===== config.mk =====
export PLATFORM = sky130hd
export DESIGN_NAME = aspp_top
export DESIGN_NICKNAME = d
export VERILOG_FILES = /design/src/core/aspp_pkg.sv /design/src/core/aspp_char_if.sv /design/src/core/aspp_rx.sv /design/src/core/aspp_top.sv
export SDC_FILE = /design/constraint.sdc
export NUM_CORES = 1
export LEC_CHECK = 0
export BUFFER_PORTS_ARGS = -buffer_cell sky130_fd_sc_hd__buf_2
export CORE_UTILIZATION = 55
export DETAILED_ROUTE_END_ITERATION = 10
export PLACE_DENSITY_LB_ADDON = 0.15
export REMOVE_ABC_BUFFERS = 1
export SLEW_MARGIN = 20
export SYNTH_ARGS = -nofsm -noshare
export SYNTH_HDL_FRONTEND = slang
export SYNTH_SLANG_ARGS = --single-unit
export TNS_END_PERCENT = 30

===== constraint.sdc =====
create_clock -name i_core_clk -period 4 [get_ports i_core_clk]
set_clock_uncertainty 0.1 [all_clocks]
set_input_delay 0.2 -clock i_core_clk [delete_from_list [all_inputs] [get_ports i_core_clk]]
set_output_delay 0.2 -clock i_core_clk [all_outputs]
set_load 0.01 [all_outputs]

===== src/core/aspp_pkg.sv =====
// Shared constants and types for the asynchronous serial port pin logic.
package aspp_pkg;

    // ********************************************
    // Framing and defaults
    // ********************************************
    localparam int ASPP_DATA_W = 8;
    localparam int ASPP_BIT_CYCLES_DEF = 16;
    localparam int ASPP_RXQ_DEPTH_DEF = 4;
    localparam int ASPP_RTS_LEVEL_DEF = 3;
    localparam logic ASPP_MARK = 1'b1;
    localparam logic ASPP_START_LVL = 1'b0;
    localparam logic ASPP_STOP_LVL = 1'b1;
    localparam logic [3:0] ASPP_TX_SHIFTS = 4'h9;
    localparam logic [2:0] ASPP_LAST_BIT = 3'h7;

    // ********************************************
    // State encodings
    // ********************************************
    typedef enum logic [1:0] {
        ASPP_TX_IDLE = 2'b00,
        ASPP_TX_SHIFT = 2'b01
    } aspp_tx_state_t;

    typedef enum logic [1:0] {
        ASPP_RX_IDLE = 2'b00,
        ASPP_RX_START = 2'b01,
        ASPP_RX_DATA = 2'b10,
        ASPP_RX_STOP = 2'b11
    } aspp_rx_state_t;

endpackage


===== src/core/aspp_char_if.sv =====
// Carrier for received characters from the receiver to the queue.
`timescale 1ns/1ps
`default_nettype none
interface aspp_char_if;
    logic push;
    logic [7:0] data;
    logic ferr;
    modport rx_end (output push, output data, output ferr);
    modport queue_end (input push, input data, input ferr);
endinterface
`default_nettype wire


===== src/core/aspp_rx.sv =====
// Receive deserialiser: start detect, mid-bit sampling, stop check.
`timescale 1ns/1ps
`default_nettype none
module aspp_rx
    import aspp_pkg::*;
#(
    parameter int BIT_CYCLES = ASPP_BIT_CYCLES_DEF
) (
    input wire logic i_core_clk,         // Core clock
    input wire logic i_rst_n,            // Synchronous reset, active low
    input wire logic i_run,              // Serial clock running
    input wire logic i_rx,               // Selected receive line
    aspp_char_if.rx_end o_char           // Received character
);
    localparam int CW = $clog2(BIT_CYCLES);
    localparam logic [CW-1:0] HALF_M1 = CW'(BIT_CYCLES / 2 - 1);
    localparam logic [CW-1:0] FULL_M1 = CW'(BIT_CYCLES - 1);

    aspp_rx_state_t state_q;
    logic [CW-1:0] cnt_q;
    logic [2:0] idx_q;
    logic [7:0] sh_q;
    wire logic due = i_run && (cnt_q == '0);

    always_ff @(posedge i_core_clk) begin
        if (!i_rst_n) begin
            state_q <= ASPP_RX_IDLE;
            cnt_q <= '0;
            idx_q <= 3'h0;
            sh_q <= 8'h00;
            o_char.push <= 1'b0;
            o_char.data <= 8'h00;
            o_char.ferr <= 1'b0;
        end else begin
            o_char.push <= 1'b0;
            if (i_run && cnt_q != '0) begin
                cnt_q <= cnt_q - 1'b1;
            end
            unique case (state_q)
                ASPP_RX_IDLE: begin
                    if (i_run && i_rx == ASPP_START_LVL) begin
                        state_q <= ASPP_RX_START;
                        cnt_q <= HALF_M1;
                    end
                end
                ASPP_RX_START: begin
                    if (due) begin
                        // A glitch shorter than half a bit is dropped.
                        state_q <= (i_rx == ASPP_START_LVL) ?
                            ASPP_RX_DATA : ASPP_RX_IDLE;
                        cnt_q <= FULL_M1;
                        idx_q <= 3'h0;
                    end
                end
                ASPP_RX_DATA: begin
                    if (due) begin
                        sh_q <= {i_rx, sh_q[7:1]};
                        idx_q <= idx_q + 1'b1;
                        cnt_q <= FULL_M1;
                        if (idx_q == ASPP_LAST_BIT) begin
                            state_q <= ASPP_RX_STOP;
                        end
                    end
                end
                ASPP_RX_STOP: begin
                    if (due) begin
                        o_char.push <= 1'b1;
                        o_char.data <= sh_q;
                        o_char.ferr <= (i_rx != ASPP_STOP_LVL);
                        state_q <= ASPP_RX_IDLE;
                    end
                end
            endcase
        end
    end
endmodule
`default_nettype wire


===== src/core/aspp_top.sv =====
// Asynchronous serial port pin logic: transmit, receive queue, wake, flow.
`timescale 1ns/1ps
`default_nettype none
module aspp_top
    import aspp_pkg::*;
#(
    parameter int BIT_CYCLES = ASPP_BIT_CYCLES_DEF,
    parameter int RXQ_DEPTH = ASPP_RXQ_DEPTH_DEF,
    parameter int RTS_LEVEL = ASPP_RTS_LEVEL_DEF
) (
    input wire logic i_core_clk,          // Core clock, 200 MHz
    input wire logic i_rst_n,             // Synchronous reset, active low
    input wire logic i_tx_enable,         // Transmitter enable
    input wire logic i_loopback,          // Local loopback mode
    input wire logic [7:0] i_tx_data,     // Character to send
    input wire logic i_tx_valid,          // Character offered
    output logic o_tx_ready,              // Holding slot free
    output logic o_serial_tx_out,         // Transmit data pin
    input wire logic i_serial_rx_in,      // Receive data pin
    input wire logic i_peer_ready_in,     // Clear-to-send, high = ready
    output logic o_ask_to_send_out,       // Request-to-send, high = ask
    input wire logic i_rts_auto,          // Request follows queue fill
    input wire logic i_rts_manual,        // Request level in manual mode
    input wire logic i_power_down,        // Rising edge stops serial clock
    output logic o_clk_running,           // Serial clock running
    output logic [7:0] o_rx_data,         // Head of receive queue
    output logic o_rx_valid,              // Queue not empty
    input wire logic i_rx_ready,          // Pop head of queue
    output logic o_rx_frame_err,          // Pulse: bad stop bit received
    output logic o_rx_overrun             // Pulse: character lost, queue full
);
    // ********************************************
    // Parameter checks and derived widths
    // ********************************************
    localparam int CW = $clog2(BIT_CYCLES);
    localparam int PW = $clog2(RXQ_DEPTH);
    localparam int NW = $clog2(RXQ_DEPTH + 1);
    localparam logic [CW-1:0] HALF_M1 = CW'(BIT_CYCLES / 2 - 1);
    localparam logic [NW-1:0] QFULL = NW'(RXQ_DEPTH);
    localparam logic [NW-1:0] QLVL = NW'(RTS_LEVEL);

    if (BIT_CYCLES < 4 || BIT_CYCLES % 2 != 0) begin : g_bad_bit
        $error("BIT_CYCLES must be even and at least 4");
    end
    if (RXQ_DEPTH < 2 || (RXQ_DEPTH & (RXQ_DEPTH - 1)) != 0) begin : g_bad_q
        $error("RXQ_DEPTH must be a power of two, at least 2");
    end
    if (RTS_LEVEL < 1 || RTS_LEVEL > RXQ_DEPTH) begin : g_bad_lvl
        $error("RTS_LEVEL must lie between 1 and RXQ_DEPTH");
    end

    function automatic logic [PW-1:0] ptr_inc(input logic [PW-1:0] p);
        return PW'(p + 1'b1);
    endfunction

    // ********************************************
    // Serial clock and power-down wake
    // ********************************************
    logic run_q;
    logic pd_prev_q;
    logic rx_prev_q;
    logic sclk_q;
    logic [CW-1:0] hc_q;

    wire logic rx_edge = (i_serial_rx_in != rx_prev_q);
    wire logic pd_rise = i_power_down && !pd_prev_q;
    wire logic half_done = run_q && (hc_q == HALF_M1);
    wire logic fall_tick = half_done && sclk_q;

    always_ff @(posedge i_core_clk) begin
        if (!i_rst_n) begin
            run_q <= 1'b1;
            pd_prev_q <= 1'b0;
            rx_prev_q <= ASPP_MARK;
        end else begin
            pd_prev_q <= i_power_down;
            rx_prev_q <= i_serial_rx_in;
            // Wake wins over a stop request in the same cycle.
            if (rx_edge) begin
                run_q <= 1'b1;
            end else if (pd_rise) begin
                run_q <= 1'b0;
            end
        end
    end

    always_ff @(posedge i_core_clk) begin
        if (!i_rst_n) begin
            hc_q <= '0;
            sclk_q <= 1'b0;
        end else if (half_done) begin
            hc_q <= '0;
            sclk_q <= ~sclk_q;
        end else if (run_q) begin
            hc_q <= hc_q + 1'b1;
        end
    end

    assign o_clk_running = run_q;

    // ********************************************
    // Transmitter
    // ********************************************
    aspp_tx_state_t tx_state_q;
    logic full_q;
    logic [7:0] hold_q;
    logic [8:0] sh_q;
    logic [3:0] left_q;
    logic line_q;
    logic tx_out_q;
    logic tx_ready_q;

    wire logic accept = i_tx_valid && tx_ready_q;
    wire logic tx_idle = (tx_state_q == ASPP_TX_IDLE);
    wire logic start = fall_tick && tx_idle && full_q && i_tx_enable
        && i_peer_ready_in;
    wire logic full_d = accept || (full_q && !start);

    always_ff @(posedge i_core_clk) begin
        if (!i_rst_n) begin
            full_q <= 1'b0;
            hold_q <= 8'h00;
            tx_ready_q <= 1'b0;
        end else begin
            full_q <= full_d;
            tx_ready_q <= !full_d;
            if (accept) begin
                hold_q <= i_tx_data;
            end
        end
    end

    always_ff @(posedge i_core_clk) begin
        if (!i_rst_n) begin
            tx_state_q <= ASPP_TX_IDLE;
            sh_q <= 9'h1ff;
            left_q <= 4'h0;
            line_q <= ASPP_MARK;
        end else if (start) begin
            tx_state_q <= ASPP_TX_SHIFT;
            line_q <= ASPP_START_LVL;
            sh_q <= {ASPP_STOP_LVL, hold_q};
            left_q <= ASPP_TX_SHIFTS;
        end else if (fall_tick && !tx_idle) begin
            if (left_q == 4'h0) begin
                tx_state_q <= ASPP_TX_IDLE;
                line_q <= ASPP_MARK;
            end else begin
                line_q <= sh_q[0];
                sh_q <= {ASPP_MARK, sh_q[8:1]};
                left_q <= left_q - 1'b1;
            end
        end
    end

    // The pin is masked rather than the shifter stopped, so a disable in
    // mid-character still lets the frame finish internally.
    always_ff @(posedge i_core_clk) begin
        if (!i_rst_n) begin
            tx_out_q <= ASPP_MARK;
        end else begin
            tx_out_q <= (i_tx_enable && !i_loopback) ? line_q : ASPP_MARK;
        end
    end

    assign o_serial_tx_out = tx_out_q;
    assign o_tx_ready = tx_ready_q;

    // ********************************************
    // Receiver and receive queue
    // ********************************************
    aspp_char_if rx_ch ();
    wire logic rx_line = i_loopback ? line_q : i_serial_rx_in;

    aspp_rx #(
        .BIT_CYCLES(BIT_CYCLES)
    ) u_rx (
        .i_core_clk(i_core_clk),
        .i_rst_n(i_rst_n),
        .i_run(run_q),
        .i_rx(rx_line),
        .o_char(rx_ch)
    );

    logic [7:0] mem_q [RXQ_DEPTH];
    logic [PW-1:0] wr_q;
    logic [PW-1:0] rd_q;
    logic [NW-1:0] cnt_q;
    logic [7:0] head_q;
    logic valid_q;
    logic ferr_q;
    logic ovr_q;
    logic rts_q;

    wire logic push_ok = rx_ch.push && (cnt_q != QFULL);
    wire logic pop = valid_q && i_rx_ready;
    wire logic [PW-1:0] rd_d = pop ? ptr_inc(rd_q) : rd_q;
    wire logic [NW-1:0] cnt_d = NW'(cnt_q + push_ok - pop);
    // The head is rebuilt each cycle so that the data port is a flop even
    // when the queue goes from empty to one entry. An empty queue shows
    // zero, so storage that was never written cannot reach the pins.
    wire logic [7:0] head_d = (push_ok && rd_d == wr_q) ? rx_ch.data :
        (cnt_d == '0) ? 8'h00 : mem_q[rd_d];

    always_ff @(posedge i_core_clk) begin
        if (push_ok) begin
            mem_q[wr_q] <= rx_ch.data;
        end
    end

    always_ff @(posedge i_core_clk) begin
        if (!i_rst_n) begin
            wr_q <= '0;
            rd_q <= '0;
            cnt_q <= '0;
            head_q <= 8'h00;
            valid_q <= 1'b0;
            ferr_q <= 1'b0;
            ovr_q <= 1'b0;
        end else begin
            wr_q <= push_ok ? ptr_inc(wr_q) : wr_q;
            rd_q <= rd_d;
            cnt_q <= cnt_d;
            head_q <= head_d;
            valid_q <= (cnt_d != '0);
            ferr_q <= rx_ch.push && rx_ch.ferr;
            ovr_q <= rx_ch.push && !push_ok;
        end
    end

    // ********************************************
    // Request-to-send
    // ********************************************
    always_ff @(posedge i_core_clk) begin
        if (!i_rst_n) begin
            rts_q <= 1'b0;
        end else begin
            rts_q <= i_rts_auto ? (cnt_q < QLVL) : i_rts_manual;
        end
    end

    assign o_rx_data = head_q;
    assign o_rx_valid = valid_q;
    assign o_rx_frame_err = ferr_q;
    assign o_rx_overrun = ovr_q;
    assign o_ask_to_send_out = rts_q;
endmodule
`default_nettype wire


==> impl_metrics.yaml, run 1 <==
hold_path:
  min_delay_path_depth: 4
  worstHoldStart: "i_tx_valid"
  hold-path-endpoint: "hold_q[5]"
  worstHoldPathType: "input pin to flop"
worst_setup_path:
  regToRegEndpoint: "o_rx_data[3]"
  capturing_element_type_of_the_critical_path: "flop"
  worst-path-max-fanout: 21
  reg_to_reg_setup_timing_slack_ns: 0.75
  cp_num_buf_inv: 2
  worst_path_max_delay_cell: "dfxtp_1"
  timing.critical_path.required_ns: 4.19
  critical_path.max_stage_delay_ns: 0.72
  critical_path_arrival_ns: 3.44
  critPathLaunch: "o_rx_valid"
  worst_r2r_startpoint: "o_rx_valid"
  r2r_cells: 10
  critical_path.top_delay_family: "adder cells"
  cell_by_cell_listing_of_the_critical_path: "and2_1, ha_1, inv_1, ha_1, fa_1, xor2_1, o31ai_1, buf_4, a221o_1, mux2i_1"
  critPathLaunchType: "flop"
  critical_path_class: "flop to flop"
  critical_path.most_common_cell: "ha_1"
clocking:
  cts_tree: "built"
  htreeDepth: 3
  cts-buffers-inserted: 9
  post_cts.repair.setup_buffers: 0
  insertion_delay_ns: 0.37
  clockRootBuffer: "clkbuf_8"
  cts_sinks: 111
  clock_path_buffers: 2
  worst_setup_hold_path_clk_slew_ns: 0.11
timing:
  fin_crit_sh_pct: 81.2
  slew_at_the_pin_with_the_worst_max_slew_slack_ns: 0.635
  min_period_ns: 3.25
  timing.fmax_ghz: 0.308
  setup_violations: 0
  max_slew_margin_pct: 57.7
  final-hold-violation-count: 0
  slew_violations: 0
  timing.final.ws_setup_ns: 0.751
  rsz0062_at_grt: "no"
  final.setup.tns_ns: 0
  fin_worst_hold_slack_ns: 0.202
yosys:
  synth_ff_type: "dfxtp_1"
  yosys_warnings: 0
  sequential_element_share_of_the_synthesized_area_pct: 51.3
  ys_seq_elements: 111
  post_synth_inst_count: 490
  synth_area_um2: 4950
  netlist-cell-type-count: 55
  avgSynthCellArea_um2: 10.1
  async_flop_share_pct: 0
  synth-edff-count: 32
floorplanning:
  placement_rows: 34
  coreArea_um2: 8720
  die_height_um: 96.9
  floorplan_die_area_um2: 9390
  initial_utilization_pct: 56.8
  die_w_um: 96.9
  floorplan.io_pins: 34
detailed_routing:
  drt-wirelength-per-cell_um: 14.9
  drtAntennaViolNets: 0
  drt_first_iter_violations: 113
  vias_per_cell: 5.67
  routed-via-count: 3571
  route.final.wire_length_um: 9410
  drc_errors: 0
  detailedRoute.firstPassIterationCount: 4
place:
  placed_cell_area_um2: 5110
  placed_cells_incl_taps: 600
  hpwlAfterDp_um: 6320
  gpl.final_weighted_congestion: 0.806
  detailedPlace.worstSlack_ns: 0.792
  buffer_ports.inserted: 33
run:
  maxCapViolations: 0
cells_and_area:
  layout_commonest_cell: "dfxtp_1"
  layout.nets: 554
  antenna-diode-count: 0
  commonest_non_fill_non_tap_cells_in_the_layout: "dfxtp_1, nand2_1, a21oi_1, buf_2, edfxtp_1"
  final.fill_count: 716
  drive_above_1_share_pct: 11.9
  instances_no_fill: 630
  flow.area_growth_from_synthesis_pct: 10.2
  area_of_all_placed_cells_without_fillers_um2: 5460
global_routing:
  grt.overflow.total: 0
  antenna_found_initial: 0
  grt_pass1_wl_um: 16200
  grt_start_max_net_pins: 38
  grtUsageTotal_pct: 21.2
  grt_pass1_vias: 3444
run_status:
  result_of_the_run: "finished clean"
power_and_ir_drop:
  p_leak_uw: 0.00205
  power.density_nw_per_um2: 486
  vdd_ir_drop_max_v: 0.000324
[flip-flops by register name, summed over array words and instances, names as in the netlist, 2 cells and up, named ones only]
name / count
hc_q: 4
o_rx_data: 8
u_rx.idx_q: 3
rd_q: 2
u_rx.cnt_q: 4
left_q: 4
sh_q: 8
mem_q: 32
wr_q: 2
u_rx.sh_q: 8
hold_q: 8
u_rx.o_char.data: 8
cnt_q: 3
[how the worst max path moves through the flow]
stage / end / slack [ns] / depth (start not counted)
finish: o_rx_data[3] / 0.75 / 10
CTS: o_rx_data[6] / 0.78 / 10
floorplan: u_rx.o_char.data[0] / 0.34 / 4
detailed placement: o_rx_data[6] / 0.79 / 10
global placement: o_rx_data[3] / 0.87 / 9
global route: o_rx_data[4] / 0.52 / 9
[synthesized netlist by cell type, types with 2 or more instances]
cell type | n | share of area [%]
a211oi_1 | 11 | 1.7
a21oi_1 | 40 | 4.0
a221o_1 | 8 | 1.6
a221oi_1 | 7 | 1.2
a311o_1 | 8 | 1.6
a31oi_1 | 2 | 0.25
and2_1 | 7 | 0.88
and3_1 | 6 | 0.76
and4b_1 | 2 | 0.40
buf_1 | 2 | 0.15
buf_2 | 9 | 0.91
buf_4 | 8 | 1.2
clkbuf_1 | 14 | 1.1
dfxtp_1 | 79 | 32
edfxtp_1 | 32 | 19
ha_1 | 17 | 4.3
inv_1 | 26 | 2.0
mux2i_1 | 21 | 4.2
nand2_1 | 67 | 5.1
nand3_1 | 31 | 3.1
nand4_1 | 4 | 0.51
nand4b_1 | 11 | 1.9
nor2_1 | 18 | 1.4
nor3_1 | 4 | 0.40
o21a_1 | 3 | 0.45
o21ai_0 | 7 | 0.71
o311ai_0 | 8 | 1.4
o31ai_1 | 3 | 0.45
or3_1 | 4 | 0.51
xnor2_1 | 3 | 0.53
xor2_1 | 4 | 0.71
[final cells by class]
cell class / instances / area (µm²) / share of cell area (%)
multi-input cells: 319 / 2150 / 39.4
clock inverters: 4 / 52.6 / 0.963
flip-flops and latches: 111 / 2540 / 46.6
well taps: 108 / 135 / 2.48
inverters: 26 / 97.6 / 1.79
clock buffers: 12 / 149 / 2.73
repair buffers: 50 / 328 / 6.01
[logic make-up (layout without fill, tap and decap cells)]
| family | after synthesis | count (layout) | share of synthesized area, % |
|---|---|---|---|
| simple gates | 167 | 167 | 17.4 |
| flops | 111 | 111 | 51.3 |
| compound gates | 105 | 105 | 15.2 |
| buf+inv | 60 | 92 | 5.53 |
| mux | 21 | 21 | 4.24 |
| fa+ha+maj | 18 | 18 | 4.70 |
| xor+xnor | 8 | 8 | 1.57 |
[per-stage QoR]
stage                     util [%]  power [µW]
final                         62.6        2650
after global routing          62.6        2810
after CTS                     62.6        2670
after detailed placement      58.6        1980
after global placement        58.6        1960
after floorplan                  -        1770
[routing by layer]
metal,track usage [%],part of all wire [%],up-vias
met3,2.67,2.3,9
met4,7.58,1.2,0
met5,0,0,-
li1,-,-,1828
met1,27.9,48,1678
met2,35.8,49,56
[worst reg2reg max path: stages, from the launching register on]
cell and delay, ns:
dfxtp_1 0.72, and2_1 0.63, ha_1 0.22, inv_1 0.04
ha_1 0.19, fa_1 0.38, xor2_1 0.22, o31ai_1 0.09
buf_4 0.21, a221o_1 0.26, mux2i_1 0.13
[timing repair]
item / CTS / global route
endpoints found under the hold margin: 12 / 0
hold buffers: 14 / 0
resized for setup: 0 / 0
[power by group]
group          total (µW)  internal, µW  switching, µW
registers            1340          1240            103
clock network         684           317            366
logic                 627           288            339
Note: power is estimated with default switching activity, not from simulation.
==> inputs of run 2 (changes only) <==
--- a/config.mk
+++ b/config.mk
@@ -6,7 +6,7 @@
 export NUM_CORES = 1
 export LEC_CHECK = 0
 export BUFFER_PORTS_ARGS = -buffer_cell sky130_fd_sc_hd__buf_2
-export CORE_UTILIZATION = 55
+export CORE_UTILIZATION = 54
 export DETAILED_ROUTE_END_ITERATION = 10
 export PLACE_DENSITY_LB_ADDON = 0.15
 export REMOVE_ABC_BUFFERS = 1
==> constraint.sdc (replaced) <==
create_clock -name i_core_clk -period 2.7 [get_ports i_core_clk]
set_clock_uncertainty 0.1 [all_clocks]
set_input_delay 0.135 -clock i_core_clk [delete_from_list [all_inputs] [get_ports i_core_clk]]
set_output_delay 0.135 -clock i_core_clk [all_outputs]
set_load 0.01 [all_outputs]
==> impl_metrics.yaml, run 2 (synthesis gave the netlist of run 1 again) <==
timing:
  setup_violations: 0
  slew_violations: 0
  timing.final.ws_setup_ns: 0.0442
  min_period_ns: 2.66
  fin_crit_sh_pct: 98.4
  max_slew_margin_pct: 31.3
  rsz0062_at_grt: "yes"
  timing.fmax_ghz: 0.377
  final-hold-violation-count: 0
  slew_at_the_pin_with_the_worst_max_slew_slack_ns: 1.03
power_and_ir_drop:
  power.density_nw_per_um2: 707
  p_leak_uw: 0.00212
  tot_pwr_uw: 3980
  vdd_ir_drop_max_v: 0.000449
floorplanning:
  floorplan_die_area_um2: 9560
  placement_rows: 34
  die_w_um: 97.8
  initial_utilization_pct: 56.2
  coreArea_um2: 8810
  die_height_um: 97.8
  floorplan.io_pins: 34
run:
  maxCapViolations: 0
clocking:
  cts_tree: "built"
  htreeDepth: 3
  clock_path_buffers: 2
  clockRootBuffer: "clkbuf_8"
  insertion_delay_ns: 0.36
  cts_sinks: 111
  cts-buffers-inserted: 9
  worst_setup_hold_path_clk_slew_ns: 0.10
global_routing:
  grtUsageTotal_pct: 21.9
  grt_pass1_wl_um: 16900
  grt_pass1_vias: 3567
  grt.overflow.total: 0
  grt_start_max_net_pins: 36
  antenna_found_initial: 0
worst_setup_path:
  critical_path_arrival_ns: 2.79
  worst-path-max-fanout: 4
  timing.critical_path.required_ns: 2.83
  critPathLaunchType: "flop"
  capturing_element_type_of_the_critical_path: "flop"
  critical_path_class: "flop to flop"
cells_and_area:
  antenna-diode-count: 0
  commonest_non_fill_non_tap_cells_in_the_layout: "dfxtp_1, nand2_1, a21oi_1, buf_2, edfxtp_1"
  layout.nets: 572
  area_of_all_placed_cells_without_fillers_um2: 5620
  largest_register_ff_count: 32
  flow.area_growth_from_synthesis_pct: 13.6
  layout_commonest_cell: "dfxtp_1"
  drive_above_1_share_pct: 16.3
  instances_no_fill: 648
  max_flop_register: "mem_q"
detailed_routing:
  drt-wirelength-per-cell_um: 15.2
  drtAntennaViolNets: 0
  drt_first_iter_violations: 147
  vias_per_cell: 5.72
  routed-via-count: 3709
  drc_errors: 6
  route.final.wire_length_um: 9860
  detailedRoute.firstPassIterationCount: 9
place:
  detailedPlace.worstSlack_ns: -0.0686
  gpl.final_weighted_congestion: 0.755
  hpwlAfterDp_um: 6510
  placed_cell_area_um2: 5210
  placed_cells_incl_taps: 613
  buffer_ports.inserted: 33
run_status:
  result_of_the_run: "complete, but fails checks"
  failed_checks: "DRC"
hold_path:
  worstHoldPathType: "input pin to flop"
run 2: repair_timing:
item | in CTS | in global routing
hold endpoints to repair | 13 | 0
gates resized for setup | 17 | 2
setup buffers | 2 | 2
cloned | 1 | 0
setup endpoints to repair | 8 | 8
pin swaps | 6 | 4
hold buffers | 14 | 0
run 2: worst paths after layout:
check             start  depth (start not counted)  slack (ns)           end
max            cnt_q[1]                         11        0.04  o_rx_data[2]
min          i_tx_valid                          4        0.12     hold_q[0]
max reg2reg    cnt_q[1]                         11        0.04  o_rx_data[2]
min reg2reg     sh_q[5]                          2        0.36       sh_q[5]
run 2: worst max-delay path, stage by stage (launching register included):
cell and delay, ns:
dfxtp_2 0.33, or3b_4 0.39, and2_4 0.18, inv_4 0.05, ha_4 0.19, inv_4 0.05
ha_4 0.12, fa_2 0.46, o31ai_4 0.30, buf_4 0.19, a221o_1 0.10, mux2i_1 0.06
run 2: power by group:
part | switching [µW] | internal [µW]
registers | 81.3 | 1840
clock network | 552 | 337
logic | 642 | 526
total | 1270 | 2700
run 2: cell type report:
cell class / count / area (µm²)
fill: 723 / 3180
tap: 108 / 135
sequential: 111 / 2550
inverter: 26 / 103
clock buffer: 9 / 124
clock inverter: 7 / 46.3
multi-input combinational: 319 / 2200
timing repair buffer: 68 / 467
run 2: per-stage QoR:
| stage | hold slack (ns) | utilization (%) | TNS [ns] |
|---|---|---|---|
| after CTS | 0.104 | 63.6 | 0 |
| after detailed placement | 0.232 | 59.2 | -0.374 |
| after floorplan | 0.106 | - | -26.28 |
| after global routing | 0.155 | 63.9 | -0.224 |
| after global placement | 0.225 | 59.2 | 0 |
| final | 0.123 | 63.9 | 0 |
run 2: per-layer routing:
layer / share of wire [%] / track usage (%) / vias up
li1: - / - / 1862
met1: 47 / 29.3 / 1778
met2: 49 / 36.2 / 56
met3: 2.4 / 3.08 / 13
met4: 1.7 / 8.28 / 0
met5: 0 / 0 / -
==> inputs of run 3 (changes only) <==
--- a/config.mk
+++ b/config.mk
@@ -6,7 +6,7 @@
 export NUM_CORES = 1
 export LEC_CHECK = 0
 export BUFFER_PORTS_ARGS = -buffer_cell sky130_fd_sc_hd__buf_2
-export CORE_UTILIZATION = 54
+export CORE_UTILIZATION = 55
 export DETAILED_ROUTE_END_ITERATION = 10
 export PLACE_DENSITY_LB_ADDON = 0.15
 export REMOVE_ABC_BUFFERS = 1
==> constraint.sdc (replaced) <==
create_clock -name i_core_clk -period 2.6 [get_ports i_core_clk]
set_clock_uncertainty 0.1 [all_clocks]
set_input_delay 0.13 -clock i_core_clk [delete_from_list [all_inputs] [get_ports i_core_clk]]
set_output_delay 0.13 -clock i_core_clk [all_outputs]
set_load 0.01 [all_outputs]
==> impl_metrics.yaml, run 3 (synthesis gave the netlist of run 1 again) <==
power_and_ir_drop:
  p_leak_uw: 0.00214
  gate_power_share_pct: 29.9
  sequential_fraction_of_design_power_pct: 47.6
  int_pwr_uw: 2860
  power.switching_uw: 1330
  power.switching_fraction_pct: 31.8
  vdd_ir_drop_max_v: 0.000549
  power.density_nw_per_um2: 740
  power.share.clock_pct: 22.5
cells_and_area:
  antenna-diode-count: 0
  flow.area_growth_from_synthesis_pct: 14.4
  layout.nets: 575
  area_of_all_placed_cells_without_fillers_um2: 5670
  max_flop_register: "mem_q"
  largest_register_ff_count: 32
  drive_above_1_share_pct: 16.6
  layout_commonest_cell: "dfxtp_1"
  commonest_non_fill_non_tap_cells_in_the_layout: "dfxtp_1, nand2_1, a21oi_1, buf_2, edfxtp_1"
  final.fill_count: 706
detailed_routing:
  drtAntennaViolNets: 0
  drt_first_iter_violations: 162
  detailedRoute.firstPassIterationCount: 4
  vias_per_cell: 5.71
  route.final.wire_length_um: 9850
  drc_errors: 0
  drt-wirelength-per-cell_um: 15.1
  routed-via-count: 3719
timing:
  min_period_ns: 2.65
  timing.final.ws_setup_ns: -0.0521
  rsz0062_at_grt: "yes"
  fin_crit_sh_pct: 102
  slew_at_the_pin_with_the_worst_max_slew_slack_ns: 0.776
  slew_violations: 0
  final-hold-violation-count: 0
  timing.fmax_ghz: 0.377
  max_slew_margin_pct: 48.2
  fin_worst_hold_slack_ns: 0.138
  setup_violations: 8
worst_setup_path:
  capturing_element_type_of_the_critical_path: "flop"
  worst-path-max-fanout: 5
  timing.critical_path.required_ns: 2.79
  critical_path_arrival_ns: 2.85
  critical_path_class: "flop to flop"
  critPathLaunchType: "flop"
clocking:
  cts_sinks: 111
  clockRootBuffer: "clkbuf_8"
  clock_path_buffers: 2
  cts_tree: "built"
  insertion_delay_ns: 0.37
  cts-buffers-inserted: 9
  worst_setup_hold_path_clk_slew_ns: 0.10
  htreeDepth: 3
floorplanning:
  die_w_um: 96.9
  placement_rows: 34
  die_height_um: 96.9
  initial_utilization_pct: 56.8
  coreArea_um2: 8720
  floorplan.io_pins: 34
  floorplan_die_area_um2: 9390
hold_path:
  worstHoldPathType: "input pin to flop"
global_routing:
  grt_pass1_vias: 3507
  grt_pass1_wl_um: 16700
  grt.overflow.total: 0
  antenna_found_initial: 0
  grtUsageTotal_pct: 21.7
  grt_start_max_net_pins: 34
place:
  gpl.final_weighted_congestion: 0.770
  detailedPlace.worstSlack_ns: -0.195
  buffer_ports.inserted: 33
  hpwlAfterDp_um: 6500
  placed_cell_area_um2: 5240
run:
  maxCapViolations: 0
run_status:
  failed_checks: "setup timing"
  result_of_the_run: "complete, but fails checks"
## run 3: final cells by class
| cell class | count | area, µm² | area share (%) |
|---|---|---|---|
| Sequential cell | 111 | 2550 | 44.9 |
| Clock buffer | 11 | 141 | 2.50 |
| Inverter | 26 | 100 | 1.77 |
| Multi-Input combinational cell | 319 | 2200 | 38.9 |
| Timing Repair Buffer | 71 | 507 | 8.94 |
| Clock inverter | 5 | 33.8 | 0.596 |
| Tap cell | 108 | 135 | 2.38 |
## run 3: through the flow
step,setup TNS [ns],instances,power (µW),util [%]
CTS,-0.212,650,4180,64.9
global route,-0.969,651,4410,65.0
detailed placement,-1.41,615,3120,60.1
finish,-0.255,651,4200,65.0
global placement,-0.381,615,3080,60.1
floorplan,-29.88,456,2720,-
## run 3: worst max-delay path: stages (launching register included)
cell	delay (ns)
dfxtp_2	0.33
or3b_4	0.40
and2_4	0.16
inv_4	0.06
ha_4	0.12
inv_2	0.04
ha_4	0.15
fa_2	0.36
xor2_2	0.22
o31ai_4	0.09
buf_6	0.15
a221o_1	0.26
mux2i_1	0.15
## run 3: worst paths after layout
check / cells after the start / from / end / slack, ns
min reg2reg: 2 / u_rx.sh_q[0] / u_rx.sh_q[0] / 0.36
max reg2reg: 12 / cnt_q[1] / o_rx_data[0] / -0.05
max: 12 / cnt_q[1] / o_rx_data[0] / -0.05
min: 4 / i_tx_valid / hold_q[2] / 0.14
## run 3: per-layer routing
metal / vias to the layer above / wire length (µm) / GRT usage, %
li1: 1868 / - / -
met1: 1792 / 4680 / 29.3
met2: 48 / 4870 / 36.1
met3: 11 / 191 / 3.03
met4: 0 / 103 / 6.89
met5: - / 0 / 0
## run 3: timing repair
| action | in CTS | in global routing |
|---|---|---|
| endpoints found under the setup margin | 9 | 8 |
| hold endpoints to repair | 14 | 0 |
| buffers inserted | 2 | 1 |
| cloned | 1 | 0 |
| hold buffers | 16 | 0 |
| pin swaps | 5 | 0 |
| resized for setup | 18 | 0 |
## run 3: power by group through the flow
stage | clock network [µW] | logic [µW] | registers [µW]
after CTS | 961 | 1220 | 2000
after detailed placement | 0 | 1090 | 2030
after global routing | 1020 | 1370 | 2010
after floorplan | 0 | 617 | 2110
final | 944 | 1250 | 2000
after global placement | 0 | 1050 | 2030
